### src/logic/ric_pkg.sv
// Purpose: Shared constants for the reader status and interrupt block
// Assumes: Byte-wide host register port, registers at their printed offsets
// Notes: Bit positions are the positions inside each 8-bit register
package ric_pkg;
   localparam logic [7:0] ADDR_PROTOCOL_CTRL = 8'h01;
   localparam logic [7:0] ADDR_IRQ_CAUSE = 8'h0c;
   localparam logic [7:0] ADDR_CLASH_HI_MASK = 8'h0d;
   localparam logic [7:0] ADDR_CLASH_LO = 8'h0e;
   localparam logic [7:0] ADDR_STRENGTH = 8'h0f;

   localparam logic [7:0] RST_IRQ_CAUSE = 8'h00;
   localparam logic [7:0] RST_CLASH_HI_MASK = 8'h3e;
   localparam logic [7:0] RST_CLASH_LO = 8'h00;

   // Cause register bits
   localparam int BIT_TX = 7;
   localparam int BIT_RX = 6;
   localparam int BIT_FIFO = 5;
   localparam int BIT_CRC = 4;
   localparam int BIT_PARITY = 3;
   localparam int BIT_FRAMING = 2;
   localparam int BIT_CLASH = 1;
   localparam int BIT_NORESP = 0;

   // Mask register layout: position bits 9:8 on top, enables below
   localparam int MASK_POS_LSB = 6;
   localparam int MASK_EN_MSB = 5;

   // Strength register layout
   localparam int STR_OSC_BIT = 6;
   localparam int STR_AUX_LSB = 3;
   localparam int STR_ACT_LSB = 0;

   // FIFO level thresholds in bytes
   localparam int FIFO_LOW_DEF = 4;
   localparam int FIFO_HIGH_DEF = 8;
endpackage

### src/logic/ric_strength_if.sv
// Purpose: Carries channel strength readings between the status core and its capture unit
// Assumes: Single clock domain
// Notes: Readings are 3-bit codes, 4 dB per step
`timescale 1ns/10ps
interface ric_strength_if;
   logic [2:0] am_level;
   logic [2:0] pm_level;
   logic swap_channels;
   logic osc_stable;
   logic rx_start;
   logic tx_start;
   logic [7:0] strength_byte;

   modport core (output am_level, pm_level, swap_channels, osc_stable, rx_start, tx_start,
                 input strength_byte);
   modport capture (input am_level, pm_level, swap_channels, osc_stable, rx_start, tx_start,
                    output strength_byte);
endinterface

### src/logic/ric_strength.sv
// Purpose: Holds the channel strength readings and oscillator flag
// Assumes: rx_start and tx_start are one-cycle pulses
// Notes: Readings track the channels from reception start until next transmission start
`timescale 1ns/10ps
module ric_strength (
   input wire logic mclk,
   input wire logic reset,
   ric_strength_if.capture sif
);
   logic tracking;
   logic [2:0] active_level;
   logic [2:0] aux_level;

   // Active defaults to amplitude, auxiliary to phase; swap reverses them
   always_comb begin
      active_level = sif.swap_channels ? sif.pm_level : sif.am_level;
      aux_level = sif.swap_channels ? sif.am_level : sif.pm_level;
   end

   always_ff @(posedge mclk or posedge reset) begin
      if (reset) begin
         tracking <= 1'b0;
      end else if (sif.tx_start) begin
         tracking <= 1'b0;
      end else if (sif.rx_start) begin
         tracking <= 1'b1;
      end
   end

   always_ff @(posedge mclk or posedge reset) begin
      if (reset) begin
         sif.strength_byte <= 8'h00;
      end else begin
         sif.strength_byte[7] <= 1'b0;
         sif.strength_byte[ric_pkg::STR_OSC_BIT] <= sif.osc_stable;
         if (sif.rx_start || (tracking && !sif.tx_start)) begin
            sif.strength_byte[ric_pkg::STR_AUX_LSB +: 3] <= aux_level;
            sif.strength_byte[ric_pkg::STR_ACT_LSB +: 3] <= active_level;
         end
      end
   end

   hold_after_tx_a: assert property (@(posedge mclk) disable iff (reset)
      (!tracking && !sif.rx_start) |=> $stable(sif.strength_byte[5:0]))
      else $error("Strength reading changed outside reception");
endmodule

### src/logic/ric_status.sv
// Purpose: Interrupt cause, mask, error position and strength registers of the reader
// Assumes: Host port signals synchronous to mclk; reg_rd and reg_wr are one-cycle strobes
// Notes: Read data appears one cycle after reg_rd; read-clear acts on that same edge
`timescale 1ns/10ps

// Notes on behaviour
// - Cause register clears on reset, disable, protocol write
// - Reading cause register clears it and drops request
// - Transmit flag at start, request at end
// - Receive flag at start-of-frame, request at end
// - FIFO flag when below 4 or above 8 during a transfer
// - CRC, parity, framing errors flagged in separate bits
// - Collision flag only for collision-capable protocols
// - No-response flag tells host to send next slot
// - Mask register resets to 0x3E
// - Mask bits five to zero enable cause bits five to zero
// - Ten-bit position split across two registers
// - Position bits clear after host reads them
// - Without collision detection, position records error bit
// - Lower position register resets to zero
// - Strength readings valid from reception to next transmission
// - Auxiliary strength in bits five to three
// - Active strength in bits two to zero
// - Bit six shows oscillator stable
// - Channel swap control exchanges amplitude and phase
// - FIFO reset command clears lower position register
module ric_status #(
   parameter int FIFO_LOW = ric_pkg::FIFO_LOW_DEF,
   parameter int FIFO_HIGH = ric_pkg::FIFO_HIGH_DEF
) (
   input wire logic mclk,
   input wire logic reset,
   input wire logic chip_enable,
   input wire logic [7:0] reg_addr,
   input wire logic [7:0] reg_wdata,
   input wire logic reg_wr,
   input wire logic reg_rd,
   output logic [7:0] reg_rdata,
   input wire logic fifo_reset_cmd,
   input wire logic tx_start,
   input wire logic tx_end,
   input wire logic rx_sof,
   input wire logic rx_end,
   input wire logic [3:0] fifo_count,
   input wire logic crc_error,
   input wire logic parity_error,
   input wire logic framing_error,
   input wire logic clash_detect,
   input wire logic clash_capable,
   input wire logic [9:0] event_bit_pos,
   input wire logic no_response,
   input wire logic [2:0] am_level,
   input wire logic [2:0] pm_level,
   input wire logic swap_channels,
   input wire logic osc_stable,
   output logic irq
);
   if (FIFO_LOW < 1 || FIFO_HIGH <= FIFO_LOW || FIFO_HIGH > 14) begin : g_fifo_check
      $error("FIFO thresholds out of range");
   end

   localparam logic [3:0] LOW_LVL = 4'(FIFO_LOW);
   localparam logic [3:0] HIGH_LVL = 4'(FIFO_HIGH);

   function automatic logic hit(input logic [7:0] a, input logic [7:0] target, input logic strobe);
      hit = strobe && (a == target);
   endfunction

   logic [7:0] cause;
   logic [7:0] clash_hi_mask;
   logic [7:0] clash_lo;
   logic tx_busy;
   logic rx_busy;
   logic tx_done;
   logic rx_done;
   logic soft_clear;
   logic read_cause;
   logic read_hi;
   logic read_lo;
   logic fifo_odd;
   logic pos_event;
   logic clash_evt;
   logic [7:0] next_events;
   logic proto_write;

   ric_strength_if sif ();

   ////////////////////////////////////////////////////////////////////////////
   // Host access decode

   assign soft_clear = !chip_enable;
   assign proto_write = hit(reg_addr, ric_pkg::ADDR_PROTOCOL_CTRL, reg_wr);
   assign read_cause = hit(reg_addr, ric_pkg::ADDR_IRQ_CAUSE, reg_rd);
   assign read_hi = hit(reg_addr, ric_pkg::ADDR_CLASH_HI_MASK, reg_rd);
   assign read_lo = hit(reg_addr, ric_pkg::ADDR_CLASH_LO, reg_rd);

   always_ff @(posedge mclk or posedge reset) begin
      if (reset) begin
         reg_rdata <= 8'h00;
      end else if (reg_rd) begin
         case (reg_addr)
            ric_pkg::ADDR_IRQ_CAUSE: reg_rdata <= cause;
            ric_pkg::ADDR_CLASH_HI_MASK: reg_rdata <= clash_hi_mask;
            ric_pkg::ADDR_CLASH_LO: reg_rdata <= clash_lo;
            ric_pkg::ADDR_STRENGTH: reg_rdata <= sif.strength_byte;
            default: reg_rdata <= 8'h00;
         endcase
      end
   end

   ////////////////////////////////////////////////////////////////////////////
   // Transfer progress

   always_ff @(posedge mclk or posedge reset) begin
      if (reset) begin
         tx_busy <= 1'b0;
         rx_busy <= 1'b0;
      end else if (soft_clear) begin
         tx_busy <= 1'b0;
         rx_busy <= 1'b0;
      end else begin
         if (tx_start) begin
            tx_busy <= 1'b1;
         end else if (tx_end) begin
            tx_busy <= 1'b0;
         end
         if (rx_sof) begin
            rx_busy <= 1'b1;
         end else if (rx_end) begin
            rx_busy <= 1'b0;
         end
      end
   end

   // Completion latches hold the request side of the transfer flags
   always_ff @(posedge mclk or posedge reset) begin
      if (reset) begin
         tx_done <= 1'b0;
         rx_done <= 1'b0;
      end else if (soft_clear || proto_write) begin
         tx_done <= 1'b0;
         rx_done <= 1'b0;
      end else begin
         tx_done <= tx_end || (tx_done && !read_cause);
         rx_done <= rx_end || (rx_done && !read_cause);
      end
   end

   ////////////////////////////////////////////////////////////////////////////
   // Cause register

   assign fifo_odd = (fifo_count < LOW_LVL) || (fifo_count > HIGH_LVL);
   assign clash_evt = clash_detect && clash_capable;

   always_comb begin
      next_events = 8'h00;
      next_events[ric_pkg::BIT_TX] = tx_start || tx_end;
      next_events[ric_pkg::BIT_RX] = rx_sof || rx_end;
      next_events[ric_pkg::BIT_FIFO] = fifo_odd && (tx_busy || rx_busy);
      next_events[ric_pkg::BIT_CRC] = crc_error;
      next_events[ric_pkg::BIT_PARITY] = parity_error;
      next_events[ric_pkg::BIT_FRAMING] = framing_error;
      next_events[ric_pkg::BIT_CLASH] = clash_evt;
      next_events[ric_pkg::BIT_NORESP] = no_response;
   end

   // A new event on the read-clear edge survives the clear
   always_ff @(posedge mclk or posedge reset) begin
      if (reset) begin
         cause <= ric_pkg::RST_IRQ_CAUSE;
      end else if (soft_clear || proto_write) begin
         cause <= ric_pkg::RST_IRQ_CAUSE;
      end else if (read_cause) begin
         cause <= next_events;
      end else begin
         cause <= cause | next_events;
      end
   end

   ////////////////////////////////////////////////////////////////////////////
   // Mask and error position

   // Collision position for capable protocols, error position otherwise
   assign pos_event = clash_capable ? clash_detect
                                    : (crc_error || parity_error || framing_error);

   always_ff @(posedge mclk or posedge reset) begin
      if (reset) begin
         clash_hi_mask <= ric_pkg::RST_CLASH_HI_MASK;
      end else if (soft_clear) begin
         clash_hi_mask <= ric_pkg::RST_CLASH_HI_MASK;
      end else begin
         if (hit(reg_addr, ric_pkg::ADDR_CLASH_HI_MASK, reg_wr)) begin
            clash_hi_mask[ric_pkg::MASK_EN_MSB:0] <= reg_wdata[ric_pkg::MASK_EN_MSB:0];
         end
         if (pos_event) begin
            clash_hi_mask[7:ric_pkg::MASK_POS_LSB] <= event_bit_pos[9:8];
         end else if (read_hi) begin
            clash_hi_mask[7:ric_pkg::MASK_POS_LSB] <= 2'b00;
         end
      end
   end

   always_ff @(posedge mclk or posedge reset) begin
      if (reset) begin
         clash_lo <= ric_pkg::RST_CLASH_LO;
      end else if (soft_clear) begin
         clash_lo <= ric_pkg::RST_CLASH_LO;
      end else if (pos_event) begin
         clash_lo <= event_bit_pos[7:0];
      end else if (read_lo || fifo_reset_cmd) begin
         clash_lo <= ric_pkg::RST_CLASH_LO;
      end
   end

   ////////////////////////////////////////////////////////////////////////////
   // Interrupt request

   always_ff @(posedge mclk or posedge reset) begin
      if (reset) begin
         irq <= 1'b0;
      end else begin
         irq <= |(cause[ric_pkg::MASK_EN_MSB:0] & clash_hi_mask[ric_pkg::MASK_EN_MSB:0])
                || (tx_done && cause[ric_pkg::BIT_TX])
                || (rx_done && cause[ric_pkg::BIT_RX]);
      end
   end

   ////////////////////////////////////////////////////////////////////////////
   // Strength readings

   assign sif.am_level = am_level;
   assign sif.pm_level = pm_level;
   assign sif.swap_channels = swap_channels;
   assign sif.osc_stable = osc_stable;
   assign sif.rx_start = rx_sof;
   assign sif.tx_start = tx_start;

   ric_strength u_strength (
      .mclk(mclk),
      .reset(reset),
      .sif(sif)
   );

   ////////////////////////////////////////////////////////////////////////////
   // Checks

   cause_disable_clear_a: assert property (@(posedge mclk) disable iff (reset)
      !chip_enable |=> (cause == ric_pkg::RST_IRQ_CAUSE))
      else $error("Cause not cleared while disabled");

   cause_proto_clear_a: assert property (@(posedge mclk) disable iff (reset)
      (chip_enable && proto_write) |=> (cause == ric_pkg::RST_IRQ_CAUSE))
      else $error("Cause not cleared by protocol write");

   read_clear_a: assert property (@(posedge mclk) disable iff (reset)
      (chip_enable && read_cause && next_events == 8'h00 && !tx_end && !rx_end)
      |=> (cause == 8'h00) ##1 !irq)
      else $error("Cause read did not clear request");

   tx_request_late_a: assert property (@(posedge mclk) disable iff (reset)
      (chip_enable && tx_start && !tx_end && !tx_done && !rx_done && !rx_end && !reg_wr
       && ((cause[5:0] | next_events[5:0]) & clash_hi_mask[5:0]) == 6'h00) |=> ##1 !irq)
      else $error("Transmit request raised before end");

   tx_start_flag_a: assert property (@(posedge mclk) disable iff (reset)
      (chip_enable && tx_start && !proto_write) |=> cause[ric_pkg::BIT_TX])
      else $error("Transmit flag not set at start");

   tx_done_irq_a: assert property (@(posedge mclk) disable iff (reset)
      (chip_enable && tx_end && !proto_write) |=> ##1 irq)
      else $error("Transmit end did not raise request");

   rx_sof_flag_a: assert property (@(posedge mclk) disable iff (reset)
      (chip_enable && rx_sof && !proto_write) |=> cause[ric_pkg::BIT_RX])
      else $error("Receive flag not set at start");

   rx_done_flag_a: assert property (@(posedge mclk) disable iff (reset)
      (rx_end && chip_enable && !proto_write)
      |=> (cause[6] && rx_done) ##1 irq)
      else $error("Receive end did not raise request");

   fifo_flag_a: assert property (@(posedge mclk) disable iff (reset)
      (chip_enable && (tx_busy || rx_busy) && fifo_count == 4'h3 && !proto_write) |=> cause[5])
      else $error("FIFO level flag missing");

   crc_flag_a: assert property (@(posedge mclk) disable iff (reset)
      (chip_enable && crc_error && !proto_write) |=> cause[ric_pkg::BIT_CRC])
      else $error("CRC error flag missing");

   parity_flag_a: assert property (@(posedge mclk) disable iff (reset)
      (chip_enable && parity_error && !proto_write) |=> cause[ric_pkg::BIT_PARITY])
      else $error("Parity error flag missing");

   framing_flag_a: assert property (@(posedge mclk) disable iff (reset)
      (chip_enable && framing_error && !proto_write) |=> cause[ric_pkg::BIT_FRAMING])
      else $error("Framing error flag missing");

   clash_flag_a: assert property (@(posedge mclk) disable iff (reset)
      (chip_enable && clash_detect && clash_capable && !proto_write) |=> cause[ric_pkg::BIT_CLASH])
      else $error("Collision flag missing");

   clash_gate_a: assert property (@(posedge mclk) disable iff (reset)
      (!clash_capable && clash_detect && !cause[1]) |=> !cause[1])
      else $error("Collision flag from incapable protocol");

   noresp_flag_a: assert property (@(posedge mclk) disable iff (reset)
      (chip_enable && no_response && !proto_write) |=> cause[ric_pkg::BIT_NORESP])
      else $error("No-response flag missing");

   mask_reset_a: assert property (@(posedge mclk) disable iff (reset)
      !chip_enable |=> (clash_hi_mask == ric_pkg::RST_CLASH_HI_MASK))
      else $error("Mask register not reset while disabled");

   mask_write_a: assert property (@(posedge mclk) disable iff (reset)
      (chip_enable && hit(reg_addr, ric_pkg::ADDR_CLASH_HI_MASK, reg_wr)) |=> (clash_hi_mask[5:0] == $past(reg_wdata[5:0])))
      else $error("Mask enables not written");

   mask_enable_a: assert property (@(posedge mclk) disable iff (reset)
      (cause[0] && clash_hi_mask[0]) |=> irq)
      else $error("Enabled cause did not raise request");

   mask_block_a: assert property (@(posedge mclk) disable iff (reset)
      (cause[5:0] & clash_hi_mask[5:0]) == 6'h00 && !tx_done && !rx_done |=> !irq)
      else $error("Request without enabled cause");

   hi_read_clear_a: assert property (@(posedge mclk) disable iff (reset)
      (chip_enable && read_hi && !pos_event) |=> (clash_hi_mask[7:6] == 2'b00))
      else $error("Upper position not cleared by read");

   pos_low_reset_a: assert property (@(posedge mclk) disable iff (reset)
      !chip_enable |=> (clash_lo == ric_pkg::RST_CLASH_LO))
      else $error("Lower position not reset while disabled");

   pos_low_clear_a: assert property (@(posedge mclk) disable iff (reset)
      (chip_enable && !pos_event && (read_lo || fifo_reset_cmd)) |=> (clash_lo == 8'h00))
      else $error("Lower position not cleared");

   pos_capture_a: assert property (@(posedge mclk) disable iff (reset)
      (chip_enable && pos_event) |=> ({clash_hi_mask[7:6], clash_lo} == $past(event_bit_pos)))
      else $error("Position not captured");

   strength_read_a: assert property (@(posedge mclk) disable iff (reset)
      (reg_rd && reg_addr == ric_pkg::ADDR_STRENGTH) |=> (reg_rdata == $past(sif.strength_byte)))
      else $error("Strength register read mismatch");
endmodule

### config.mk
export PLATFORM = sky130hd
export DESIGN_NAME = ric_status
export DESIGN_NICKNAME = d
export VERILOG_FILES = /design/src/logic/ric_pkg.sv /design/src/logic/ric_strength_if.sv /design/src/logic/ric_strength.sv /design/src/logic/ric_status.sv
export SDC_FILE = /design/constraint.sdc
export NUM_CORES = 1
export LEC_CHECK = 0
export BUFFER_PORTS_ARGS = -buffer_cell sky130_fd_sc_hd__clkbuf_2
export CORE_MARGIN = 2
export CORE_UTILIZATION = 55
export DETAILED_ROUTE_END_ITERATION = 7
export PLACE_DENSITY_LB_ADDON = 0.2
export SYNTH_ARGS = -nofsm -noshare
export SYNTH_HDL_FRONTEND = slang
export SYNTH_SLANG_ARGS = --single-unit
### constraint.sdc
create_clock -name mclk -period 2.3 [get_ports mclk]
set_clock_uncertainty 0.05 [all_clocks]
set_input_delay 0.115 -clock mclk [delete_from_list [all_inputs] [get_ports mclk]]
set_output_delay 0.115 -clock mclk [all_outputs]
set_load 0.05 [all_outputs]
# Yosys cells after proc, flatten, opt, wreduce, memory -nomap -nowiden
# Index checks and enable logic that the tools add are counted.
# W data, S select, Z words.
[classes]
add_sub_neg = 0
mul = 0
n_div = 0
order_cmp = 2
eq_ne = 10
shift = 0
n_mux = 23
bitwise = 2
n_reduce_logical = 30
[ops]
columns = ["cell", "n"]
rows = [
  ["$mux W8", 6],
  ["$eq A8 B4 Y1 const B", 4],
  ["$pmux W8 S4", 1],
  ["$logic_or A1 B1 Y1", 13],
  ["$logic_and A1 B1 Y1", 12],
  ["$ne A3 B1 Y1 const B", 4],
  ["$mux W1", 11],
  ["$eq A8 B1 Y1 const B", 1],
  ["$or A8 B8 Y8", 1],
  ["$and A6 B6 Y6", 1],
  ["$mux W3", 2],
  ["$mux W6", 1],
  ["$reduce_or A6 Y1", 1],
  ["$gt A4 B4 Y1 const B", 1],
  ["$lt A4 B3 Y1 const B", 1],
  ["$mux W2", 2],
  ["$logic_not A1 Y1", 3],
  ["$ne A2 B1 Y1 const B", 1],
  ["$reduce_bool A2 Y1", 1],
]
[word_totals]
register_bits = 45
latchBits = 0
ramBits = 0
mem_bits_ro = 0
inputBits = 54
output_inout_bits = 9
memories = 0

# Longest topological paths before layout
# Gate-level depths: netlist (run 1).
[logic_depth]
word_depth = 6
mapped_depth = 5
depth_no_buf = 3

# Hierarchy
# From an unflattened synthesis (run 1), not the netlist that was laid out.
[unflattened]
hier_cells = 191
area_unflattened_um2 = 2339.7
[by_module_without_submodules]
columns = ["module", "instances", "cells_each", "area_each_um2", "seq_area_each_um2"]
rows = [
  ["ric_status", 1, 163, 1928.1, 932.1],
  ["ric_strength", 1, 28, 411.6, 200.2],
]

# Worst setup path after synthesis (run 1)
# OpenSTA, ideal clock, no wires.
[synth_timing]
path_type = "input-to-reg"
startpoint = "input reg_addr[5]"
endpoint = "register cause[0]"
t_arrival_ps = 1328
required_ps = 2098
slack_ps = 770
path_stages = 4
cell_sequence = "or4_4 buf_6 nor3_1 a211oi_1"
[synth_between]
elab_chain_cells = 4
word_cells_on_any_way = 7
cone_classes = "eq/ne (2); mux (2); reduce/logical (3)"
[synth_rtl]
columns = ["element", "line", "rtl"]
rows = [
  ["start, declared", "ric_status.sv:34", "input wire logic [7:0] reg_addr,"],
  ["$eq A8 B4 Y1 or $eq A8 B1 Y1 (tied branches)", "ric_status.sv:66", "hit = strobe && (a == target);"],
  ["$logic_and A1 B1 Y1", "ric_status.sv:66", ""],
  ["$mux W8 or $logic_or A1 B1 Y1 (tied branches)", "ric_status.sv:173, ric_status.sv:171", ""],
  ["$mux W8 (*)", "ric_status.sv:171", "end else if (soft_clear || proto_write) begin"],
  ["end signal, assigned", "ric_status.sv:170", "cause <= ric_pkg::RST_IRQ_CAUSE;"],
  ["end signal, assigned", "ric_status.sv:172", "cause <= ric_pkg::RST_IRQ_CAUSE;"],
  ["end signal, assigned", "ric_status.sv:174", "cause <= next_events;"],
  ["end, declared", "ric_status.sv:69", "logic [7:0] cause;"],
]
# Mark *: on every way between the ends. The rest lies on a longest branch, timed or not.
# A chain may end at the register's enable or synchronous reset.

# Worst setup path in the final report (run 1)
[layout_timing]
startpoint = "input tx_start"
endpoint = "register u_strength.sif.strength_byte[3]"
[layout_between]
elab_chain_cells = 3
[layout_rtl]
columns = ["element", "line", "rtl"]
rows = [
  ["start, declared", "ric_status.sv:40", "input wire logic tx_start,"],
  ["$logic_not A1 Y1", "ric_strength.sv:36", "if (sif.rx_start || (tracking && !sif.tx_start)) begin"],
  ["$logic_and A1 B1 Y1", "ric_strength.sv:36", ""],
  ["$logic_or A1 B1 Y1", "ric_strength.sv:36", ""],
  ["end signal, assigned by index", "ric_strength.sv:35", "sif.strength_byte[ric_pkg::STR_OSC_BIT] <= sif.osc_stable;"],
  ["end signal, assigned by index", "ric_strength.sv:37", "sif.strength_byte[ric_pkg::STR_AUX_LSB +: 3] <= aux_level;"],
  ["end signal, assigned by index", "ric_strength.sv:38", "sif.strength_byte[ric_pkg::STR_ACT_LSB +: 3] <= active_level;"],
  ["end, declared", "ric_strength_if.sv:17", "output strength_byte);"],
]
# Every way passes these cells.

==> flow_metrics.tcl, run 1 <==
set metrics [dict create \
    num_antenna_cells 0 \
    p_seq_frac 0.543 \
    avgViaCountPerCell 5.76 \
    yosys_warnings 0 \
    regArea_sq_um 1130 \
    cp_data_arrival_time_ps 1820 \
    r2r_cells 2 \
    initial_core_util 0.580 \
    core_sq_um 4060 \
    drt_iter0_drc 130 \
    hold_slack_ps 13.8 \
    power.share.switching 0.262 \
    die_h_um 69.4 \
    ys_seq_area_frac 0.481 \
    drtPass1Iterations 4 \
    power.total_mw 1.59 \
    crit_fanout 6 \
    rsz0062_at_grt "false" \
    synth-main-ff-cell "dfrtp_1" \
    hold_viol 0 \
    clkSinkCount 45 \
    avgSynthCellArea_sq_um 11.3 \
    grt.overflow.total 0 \
    min_path_cells 3 \
    syn_area_sq_um 2350 \
    worst_setup_path_start_kind "input pin" \
    design.die.area_sq_um 4820 \
    gp_congestion 0.836 \
    synthTopCellsByArea "dfrtp_1 43%, mux4_2 6.7%, mux2_2 5.7%, dfstp_2 5.6%, nor2b_1 3.2%" \
    ys_ff_latch 45 \
    hp-class "input pin to flop" \
    synth-edff-count 0 \
    clk_latency_ps 290 \
    portBuffers 60 \
    cts_resized 0 \
    pwr-share-clk 0.296 \
    synth_top_area_cell "dfrtp_1" \
    grt_usage 0.233 \
    outcome "finished clean" \
    setup_tns_ps 0 \
    tightestPinTransition_ps 742 \
    place_hpwl_um 3830 \
    instances_no_fill 322 \
    fin_crit_ps 1690 \
    endpoint_kind "flop" \
    final_net_count 325 \
    cts_max_level 2 \
    fmax_ghz 0.591 \
    num-fill-cells 316 \
    ios 63 \
    power_frac_comb 0.161 \
    relSlewSlack 0.505 \
    fp-row-count 23 \
    cts-buffers-inserted 5 \
    p_leak_nw 1.26 \
    route.final.wire_length_um 5090 \
    drc 0 \
    syn_nets 263 \
    setup_violations 0 \
    dr_total_vias 1855 \
    netSwitchingPower_uw 418 \
    syn-instance-count 209 \
    place_inst 309 \
    intPower_mw 1.17 \
    grt_pass1_vias 1857 \
    ir_worst_vdd_mv 0.301 \
    antenna_found_initial 0 \
    synthDominantCellAreaShare 0.426 \
    powerDensity_nw_per_um2 568 \
    cts.clk_slew.worst_paths_ps 80 \
    worstSetupPathType "input pin to flop" \
    fp.dieW_um 69.4 \
    drive_above_1_share 0.360 \
    async_flop_share 1.00 \
    grt_pass1_wl_um 8860 \
    utilization 0.691 \
    synth_cell_type_count 38 \
    cts_max_path_buffers 2 \
    cts-root-buf "clkbuf_8" \
    wl_per_cell_um 15.8 \
    cts_tree "built" \
    antenna_left 0 \
    grt_max_degree 46 \
    slew_viol_final 0 \
    multi_input_area_sq_um 1110 \
    period_share 0.736 \
    maxCapViolCount 0 \
    cp.required_ps 2420 \
    syn_to_final_growth_pct 19.1 \
]
## cells in the mapped netlist (all sizes together), types with 2 or more instances
cell type	instances
dfrtp	40
nor2	17
nand2	15
mux2	12
nor2b	12
inv	11
nand4	9
o41ai	9
o2bb2ai	8
clkbuf	7
mux2i	7
mux4	7
a211oi	6
buf	6
a21oi	5
dfstp	5
a22oi	4
o31ai	4
nand2b	3
nand3b	3
nor3	3
nor4	2
o211ai	2
o21a	2
o22ai	2
or4	2
## sequential cells by signal, indices dropped and copies added (netlist names)
register                      count
u_strength.sif.strength_byte      7
reg_rdata                         8
irq                               1
rx_done                           1
cause                             8
tx_busy                           1
clash_hi_mask                     8
tx_done                           1
rx_busy                           1
u_strength.tracking               1
clash_lo                          8
## placed cells by master, fill, tap and decap left out, drive strengths merged
| cell type | Yosys | final |
|---|---|---|
| clkbuf | 7 | 68 |
| o2bb2ai | 8 | 8 |
| dlygate4sd3 | 0 | 5 |
| nand4 | 9 | 9 |
| nand3b | 3 | 3 |
| dfstp | 5 | 5 |
| nor3 | 3 | 3 |
| o221ai | 1 | 1 |
| a21boi | 1 | 1 |
| dfrtp | 40 | 40 |
| inv | 11 | 11 |
| mux2i | 7 | 7 |
| or4 | 2 | 2 |
| o21a | 2 | 2 |
| nor2b | 12 | 12 |
| mux4 | 7 | 7 |
| nand2 | 15 | 15 |
| mux2 | 12 | 12 |
| nor4 | 2 | 2 |
| a22oi | 4 | 4 |
| a21oi | 5 | 5 |
| nand2b | 3 | 3 |
| clkinv | 1 | 1 |
| nor2 | 17 | 17 |
| or3b | 1 | 1 |
| o22ai | 2 | 2 |
| o41ai | 9 | 9 |
| or4b | 1 | 1 |
| buf | 6 | 3 |
| a211oi | 6 | 6 |
| o211ai | 2 | 2 |
| o31ai | 4 | 4 |
| or3 | 1 | 1 |
## critical path: stages
cell           delay [ps]
dlygate4sd3_1         530
clkbuf_2              130
inv_1                  50
a21oi_1               570
mux2_2                410
## worst paths after layout
| check | start | to | slack, ps |
|---|---|---|---|
| max in group asynchronous | reset | u_strength.sif.strength_byte[3]$_DFFE_PP0P_ | 1380 |
| worst max-delay path | tx_start | u_strength.sif.strength_byte[3]$_DFFE_PP0P_ | 610 |
| worst min-delay path | reg_wdata[0] | clash_hi_mask[0]$_DFFE_PP0P_ | 10 |
| worst max register to register | u_strength.tracking$_DFFE_PP0P_ | u_strength.sif.strength_byte[3]$_DFFE_PP0P_ | 730 |
| worst min register to register | reg_rdata[5]$_DFFE_PP0P_ | reg_rdata[5]$_DFFE_PP0P_ | 440 |
| min in group asynchronous | reset | reg_rdata[6]$_DFFE_PP0P_ | 430 |
## metal layers
layer | up-vias | GRT usage | part of all wire | wire length (um)
met5 | - | 0 | 0 | 0
met4 | 0 | 0.100 | 0.019 | 97
met2 | 65 | 0.348 | 0.47 | 2410
li1 | 899 | - | - | -
met1 | 879 | 0.329 | 0.45 | 2270
met3 | 12 | 0.0509 | 0.061 | 310
## cell type report
cell class              count  share of cell area
clock buffers               8              0.0286
inverters                  12              0.0161
multi-input cells         139               0.396
flip-flops and latches     45               0.404
well taps                  50              0.0223
repair buffers             68               0.133
## metrics by stage
stage	area (sq um)	setup slack [ps]
after floorplan	2350	770
after global placement	2670	541
after detailed placement	2670	507
after CTS	2800	612
after global routing	2800	521
final	2800	608
## cells by family (layout without fill, tap and decap cells)
family / count (synthesis) / count (layout) / synth area share
AOI/OAI and AO/OA: 44 / 44 / 0.152
buffers and inverters: 25 / 88 / 0.0468
DFF: 45 / 45 / 0.481
muxes: 26 / 26 / 0.154
and+or+nand+nor: 69 / 69 / 0.166
## power by group through the flow
stage / Combinational (mW) / Sequential, mW / Clock, mW
final: 0.256 / 0.865 / 0.471
after CTS: 0.258 / 0.865 / 0.484
after detailed placement: 0.251 / 0.880 / 0
after global placement: 0.244 / 0.879 / 0
after floorplan: 0.159 / 0.876 / 0
after global routing: 0.287 / 0.870 / 0.517
## repair_timing
item                      4_1_cts  5_1_grt
hold buffers                    5        0
hold endpoints to repair       44        0
buffers inserted                0        0
(Power assumes the default switching activity.)
==> inputs of run 2 (changes only) <==
--- a/config.mk
+++ b/config.mk
@@ -7,7 +7,7 @@
 export LEC_CHECK = 0
 export BUFFER_PORTS_ARGS = -buffer_cell sky130_fd_sc_hd__clkbuf_2
 export CORE_MARGIN = 2
-export CORE_UTILIZATION = 55
+export CORE_UTILIZATION = 52
 export DETAILED_ROUTE_END_ITERATION = 7
 export PLACE_DENSITY_LB_ADDON = 0.2
 export SYNTH_ARGS = -nofsm -noshare
==> constraint.sdc (replaced) <==
create_clock -name mclk -period 1.7 [get_ports mclk]
set_clock_uncertainty 0.05 [all_clocks]
set_input_delay 0.085 -clock mclk [delete_from_list [all_inputs] [get_ports mclk]]
set_output_delay 0.085 -clock mclk [all_outputs]
set_load 0.05 [all_outputs]
==> flow_metrics.tcl, run 2 (same netlist as run 1, synthesis figures left out) <==
set metrics [dict create \
    rsz0062_at_grt "false" \
    place_hpwl_um 4170 \
    setup_ws_ps 358 \
    hp-class "input pin to flop" \
    avgViaCountPerCell 5.73 \
    design.die.area_sq_um 5080 \
    ir_worst_vdd_mv 0.520 \
    core_sq_um 4350 \
    slew_viol_final 0 \
    cts-buffers-inserted 5 \
    fp.dieW_um 71.3 \
    dr_total_vias 1966 \
    cts_tree "built" \
    cts-root-buf "clkbuf_8" \
    period_share 0.789 \
    power.total_mw 2.49 \
    fp-row-count 24 \
    antenna_found_initial 0 \
    r2r_cells 3 \
    tightestPinTransition_ps 527 \
    cts_max_level 2 \
    portBuffers 60 \
    worstReg2RegStart "u_strength.tracking$_DFFE_PP0P_" \
    layout_commonest_cell "clkbuf_2" \
    clkSinkCount 45 \
    final_net_count 344 \
    drt_iter0_drc 113 \
    whs_endpoint "clash_lo[6]$_DFFE_PP0P_" \
    min-delay-start "event_bit_pos[6]" \
    maxCapViolCount 0 \
    drive_above_1_share 0.385 \
    cp_data_arrival_time_ps 1510 \
    worstSetupPathType "input pin to flop" \
    syn_to_final_growth_pct 29.0 \
    initial_core_util 0.540 \
    endpoint_kind "flop" \
    place_area_sq_um 2770 \
    worst_setup_path_start_kind "input pin" \
    die_h_um 71.3 \
    final_cell_area_sq_um 3030 \
    outcome "finished clean" \
    route.final.wire_length_um 5470 \
    instances_no_fill 343 \
    grt.overflow.total 0 \
    hold_viol 0 \
    ctsHoldBuffers 13 \
    crit_fanout 10 \
    place_inst 322 \
    cts.clk_slew.worst_paths_ps 80 \
    grt_pass1_wl_um 9000 \
    r2r_slack_ps 480 \
    hold_slack_ps 2.13 \
    antenna_left 0 \
    cts_max_path_buffers 2 \
    gp_congestion 0.823 \
    fin_crit_ps 1340 \
    drtPass1Iterations 4 \
    cts_setup_buffers 0 \
    grt_usage 0.229 \
    setup_violations 0 \
    cp.required_ps 1870 \
    min_path_cells 3 \
    utilization 0.697 \
    final_cell_mix "60 x clkbuf_2, 40 x dfrtp_1, 17 x nor2_1" \
    grt_pass1_vias 1926 \
    num_antenna_cells 0 \
    r2r-end "u_strength.sif.strength_byte[4]$_DFFE_PP0P_" \
    clk_latency_ps 290 \
    wl_per_cell_um 15.9 \
    dp_slack_ps 58.2 \
    fmax_ghz 0.745 \
    grt_max_degree 25 \
    cts_resized 0 \
    drc 0 \
    powerDensity_nw_per_um2 820 \
    critPathLaunch "reg_addr[5]" \
    relSlewSlack 0.647 \
    p_leak_nw 1.38 \
    ios 63 \
    setup_tns_ps 0 \
    num-fill-cells 334 \
]
-- run 2: layout make-up --
class / count / area [sq um] / share of cell area
clock buffer: 5 / 68.8 / 0.0227
multi-input combinational: 139 / 1110 / 0.366
clock inverter: 3 / 65.1 / 0.0214
timing repair buffer: 87 / 548 / 0.181
sequential: 45 / 1130 / 0.373
inverter: 12 / 45.0 / 0.0148
tap: 52 / 65.1 / 0.0214
-- run 2: worst max-delay path, stage by stage --
cell,delay (ps)
clkbuf_2,80
or4_4,640
or3_1,510
o2bb2ai_1,190
-- run 2: routing by layer --
metal	wire length, um	track usage	vias to the layer above
met5	0	0	-
met4	64	0.0503	0
met3	264	0.0422	9
met2	2790	0.395	63
met1	2350	0.304	949
li1	-	-	945
-- run 2: worst max path at each step --
stage | to | slack (ps)
after global routing | reg_rdata[7]$_DFFE_PP0P_ | 330
final | reg_rdata[7]$_DFFE_PP0P_ | 360
after detailed placement | reg_rdata[7]$_DFFE_PP0P_ | 60
after global placement | reg_rdata[4]$_DFFE_PP0P_ | 90
after CTS | reg_rdata[7]$_DFFE_PP0P_ | 360
after floorplan | cause[0]$_DFF_PP0_ | 200
-- run 2: where the power goes --
group	leakage, nW	internal [mW]	total [mW]	switching, mW
clock	0.0681	0.584	0.938	0.355
sequential	0.564	1.13	1.17	0.0387
combinational	0.746	0.190	0.382	0.192
total	1.38	1.90	2.49	0.585
==> inputs of run 3 (changes only) <==
--- a/config.mk
+++ b/config.mk
@@ -5,6 +5,7 @@
 export SDC_FILE = /design/constraint.sdc
 export NUM_CORES = 1
 export LEC_CHECK = 0
+export ABC_AREA = 1
 export BUFFER_PORTS_ARGS = -buffer_cell sky130_fd_sc_hd__clkbuf_2
 export CORE_MARGIN = 2
 export CORE_UTILIZATION = 52
==> constraint.sdc (replaced) <==
create_clock -name mclk -period 1.33 [get_ports mclk]
set_clock_uncertainty 0.05 [all_clocks]
set_input_delay 0.0665 -clock mclk [delete_from_list [all_inputs] [get_ports mclk]]
set_output_delay 0.0665 -clock mclk [all_outputs]
set_load 0.05 [all_outputs]
==> flow_metrics.tcl, run 3 <==
set metrics [dict create \
    antenna_found_initial 0 \
    place_hpwl_um 4060 \
    die_h_um 71.2 \
    outcome "finished with violations" \
    r2r_slack_ps 90 \
    syn_nets 345 \
    ys_ff_latch 45 \
    core_sq_um 4350 \
    worstSetupPathType "input pin to flop" \
    power_frac_comb 0.171 \
    final_cell_mix "87 x nand2_1, 57 x clkbuf_2, 42 x nand3_1" \
    avgViaCountPerCell 5.14 \
    worst_setup_path_start_kind "input pin" \
    power.total_mw 2.84 \
    design.die.area_sq_um 5060 \
    final_net_count 439 \
    synth_most_common_cell "nand2_1" \
    cts_tree "built" \
    power.share.switching 0.277 \
    cts_max_level 2 \
    clkSinkCount 45 \
    antenna_left 0 \
    period_share 0.939 \
    cp_cell_sequence "dlygate4sd3_1 > clkbuf_2 > or2_4 > a21oi_4 > nand4_1 > nand2_1" \
    hold_viol 1 \
    route.final.wire_length_um 5610 \
    grt_pass1_vias 2188 \
    intPower_mw 2.05 \
    setup_tns_ps 0 \
    p_leak_nw 1.66 \
    ys_seq_area_frac 0.483 \
    avgSynthCellArea_sq_um 8.06 \
    gp_congestion 0.799 \
    instances_no_fill 438 \
    cp.required_ps 1520 \
    pwr-share-clk 0.289 \
    cp_data_arrival_time_ps 1440 \
    grt_pass1_wl_um 9650 \
    r2r_cells 3 \
    relSlewSlack 0.779 \
    use_met3 0.0499 \
    cts.clk_slew.worst_paths_ps 80 \
    initial_core_util 0.539 \
    critPathLaunch "clash_detect" \
    grt_usage 0.242 \
    tightestPinTransition_ps 330 \
    powerDensity_nw_per_um2 920 \
    clk_latency_ps 300 \
    synth-edff-count 0 \
    ir_worst_vdd_mv 0.506 \
    p_seq_frac 0.541 \
    dr_total_vias 2252 \
    worstReg2RegStart "u_strength.tracking$_DFFE_PP0P_" \
    drtPass1Iterations 4 \
    wl_per_cell_um 12.8 \
    grt.overflow.total 0 \
    place_inst 404 \
    fmax_ghz 0.801 \
    cts_max_path_buffers 2 \
    utilization 0.709 \
    num-fill-cells 349 \
    layout_commonest_cell "nand2_1" \
    drt_iter0_drc 237 \
    grt_max_degree 27 \
    met2_usage 0.391 \
    hp-class "input pin to flop" \
    slew_viol_final 0 \
    maxCapViolCount 0 \
    setup_violations 0 \
    failed_checks "hold timing" \
    async_flop_share 1.00 \
    num_antenna_cells 0 \
    portBuffers 60 \
    netSwitchingPower_uw 786 \
    slowest_stage "dlygate4sd3_1" \
    syn-instance-count 291 \
    r2r-end "u_strength.tracking$_DFFE_PP0P_" \
    regArea_sq_um 1130 \
    yosys_warnings 0 \
    crit_fanout 8 \
    hold_slack_ps -38.1 \
    syn_area_sq_um 2340 \
    critical_path.endpoint "clash_lo[6]$_DFFE_PP0P_" \
    use_met1 0.338 \
    drive_above_1_share 0.295 \
    fp.dieW_um 71.2 \
    multi_input_area_sq_um 1080 \
    crit_path_max_incr_delay_ps 540 \
    syn_to_final_growth_pct 31.7 \
    fp-row-count 24 \
    min-delay-start "clash_capable" \
    ios 63 \
    grt.busiest_layer "met2" \
    endpoint_kind "flop" \
    ys_top_cells_by_count "87 x nand2_1, 42 x nand3_1, 40 x dfrtp_1, 20 x inv_1, 17 x nor2_1" \
    synth_top_area_cell "dfrtp_1" \
    fin_crit_ps 1250 \
    synthTopCellsByArea "dfrtp_1 43%, nand2_1 14%, nand3_1 9.0%, dfstp_2 5.6%, a21oi_2 3.7%" \
    synth_cell_type_count 28 \
    rsz0062_at_grt "false" \
    synthDominantCellAreaShare 0.427 \
    cts-root-buf "clkbuf_8" \
    synth-main-ff-cell "dfrtp_1" \
    cts-buffers-inserted 5 \
    drc 0 \
]
-- run 3: cell count changes after synthesis, moves of 6 or more --
cell,previous run,this run
inv_1,11,20
mux2_2,12,0
o41ai_1,8,0
nand3_1,0,42
mux2i_1,7,0
a21oi_1,5,12
nor2b_1,12,0
a211oi_1,6,0
o2bb2ai_1,8,0
o21ai_1,0,13
mux4_2,7,0
nand2_1,15,87
a21oi_2,0,10
-- run 3: power by group through the flow --
stage                     Sequential (mW)  Combinational [mW]  Clock [mW]
after floorplan                      1.56               0.245           0
after global placement               1.56               0.406           0
after detailed placement             1.56               0.417           0
after CTS                            1.53               0.482       0.826
after global routing                 1.55               0.550       0.889
final                                1.54               0.484       0.820
-- run 3: cells by family after synthesis --
group,share of synthesized area
simple gates,0.344
flops,0.483
compound gates,0.115
buf+inv,0.0582
-- run 3: critical path: cells and delay by family --
kind / cells / cell delay, ps
buffers and inverters: 2 / 660
and+or+nand+nor: 3 / 470
AOI/OAI and AO/OA: 1 / 240
-- run 3: worst min path at each step --
stage	cells past startpoint	end	slack, ps
CTS	3	rx_busy$_DFFE_PP0P_	4
detailed placement	3	clash_lo[3]$_DFFE_PP0P_	50
global route	3	cause[6]$_DFF_PP0_	20
finish	3	cause[1]$_DFF_PP0_	-40
global placement	3	clash_lo[3]$_DFFE_PP0P_	50
floorplan	0	u_strength.sif.strength_byte[6]$_DFF_PP0_	50
-- run 3: per-stage QoR --
stage	instance area (sq um)	setup slack (ps)	hold WS [ps]
after floorplan	2340	162	47.9
after global routing	3090	3.62	20.1
after CTS	3090	32.3	3.68
after detailed placement	2730	154	54.6
after global placement	2730	166	50.0
final	3090	80.9	-38.1
-- run 3: final cells by class --
cell class	instances	share of cell area
clock inverter	1	0.00162
timing repair buffer	94	0.204
sequential	45	0.367
tap	52	0.0211
inverter	26	0.0316
multi-input combinational	213	0.350
clock buffer	7	0.0247
-- run 3: routing by layer --
metal	wire length (um)	part of all wire	up-vias
met5	0	0	-
met3	358	0.064	4
met4	39	0.0069	0
met1	2570	0.46	1027
li1	-	-	1145
met2	2650	0.47	76
-- run 3: timing repair --
item / in CTS / in global routing
hold buffers: 28 / 0
hold endpoints to repair: 72 / 0
resized for setup: 0 / 5
buffers inserted: 0 / 2
setup endpoints to repair: 0 / 11
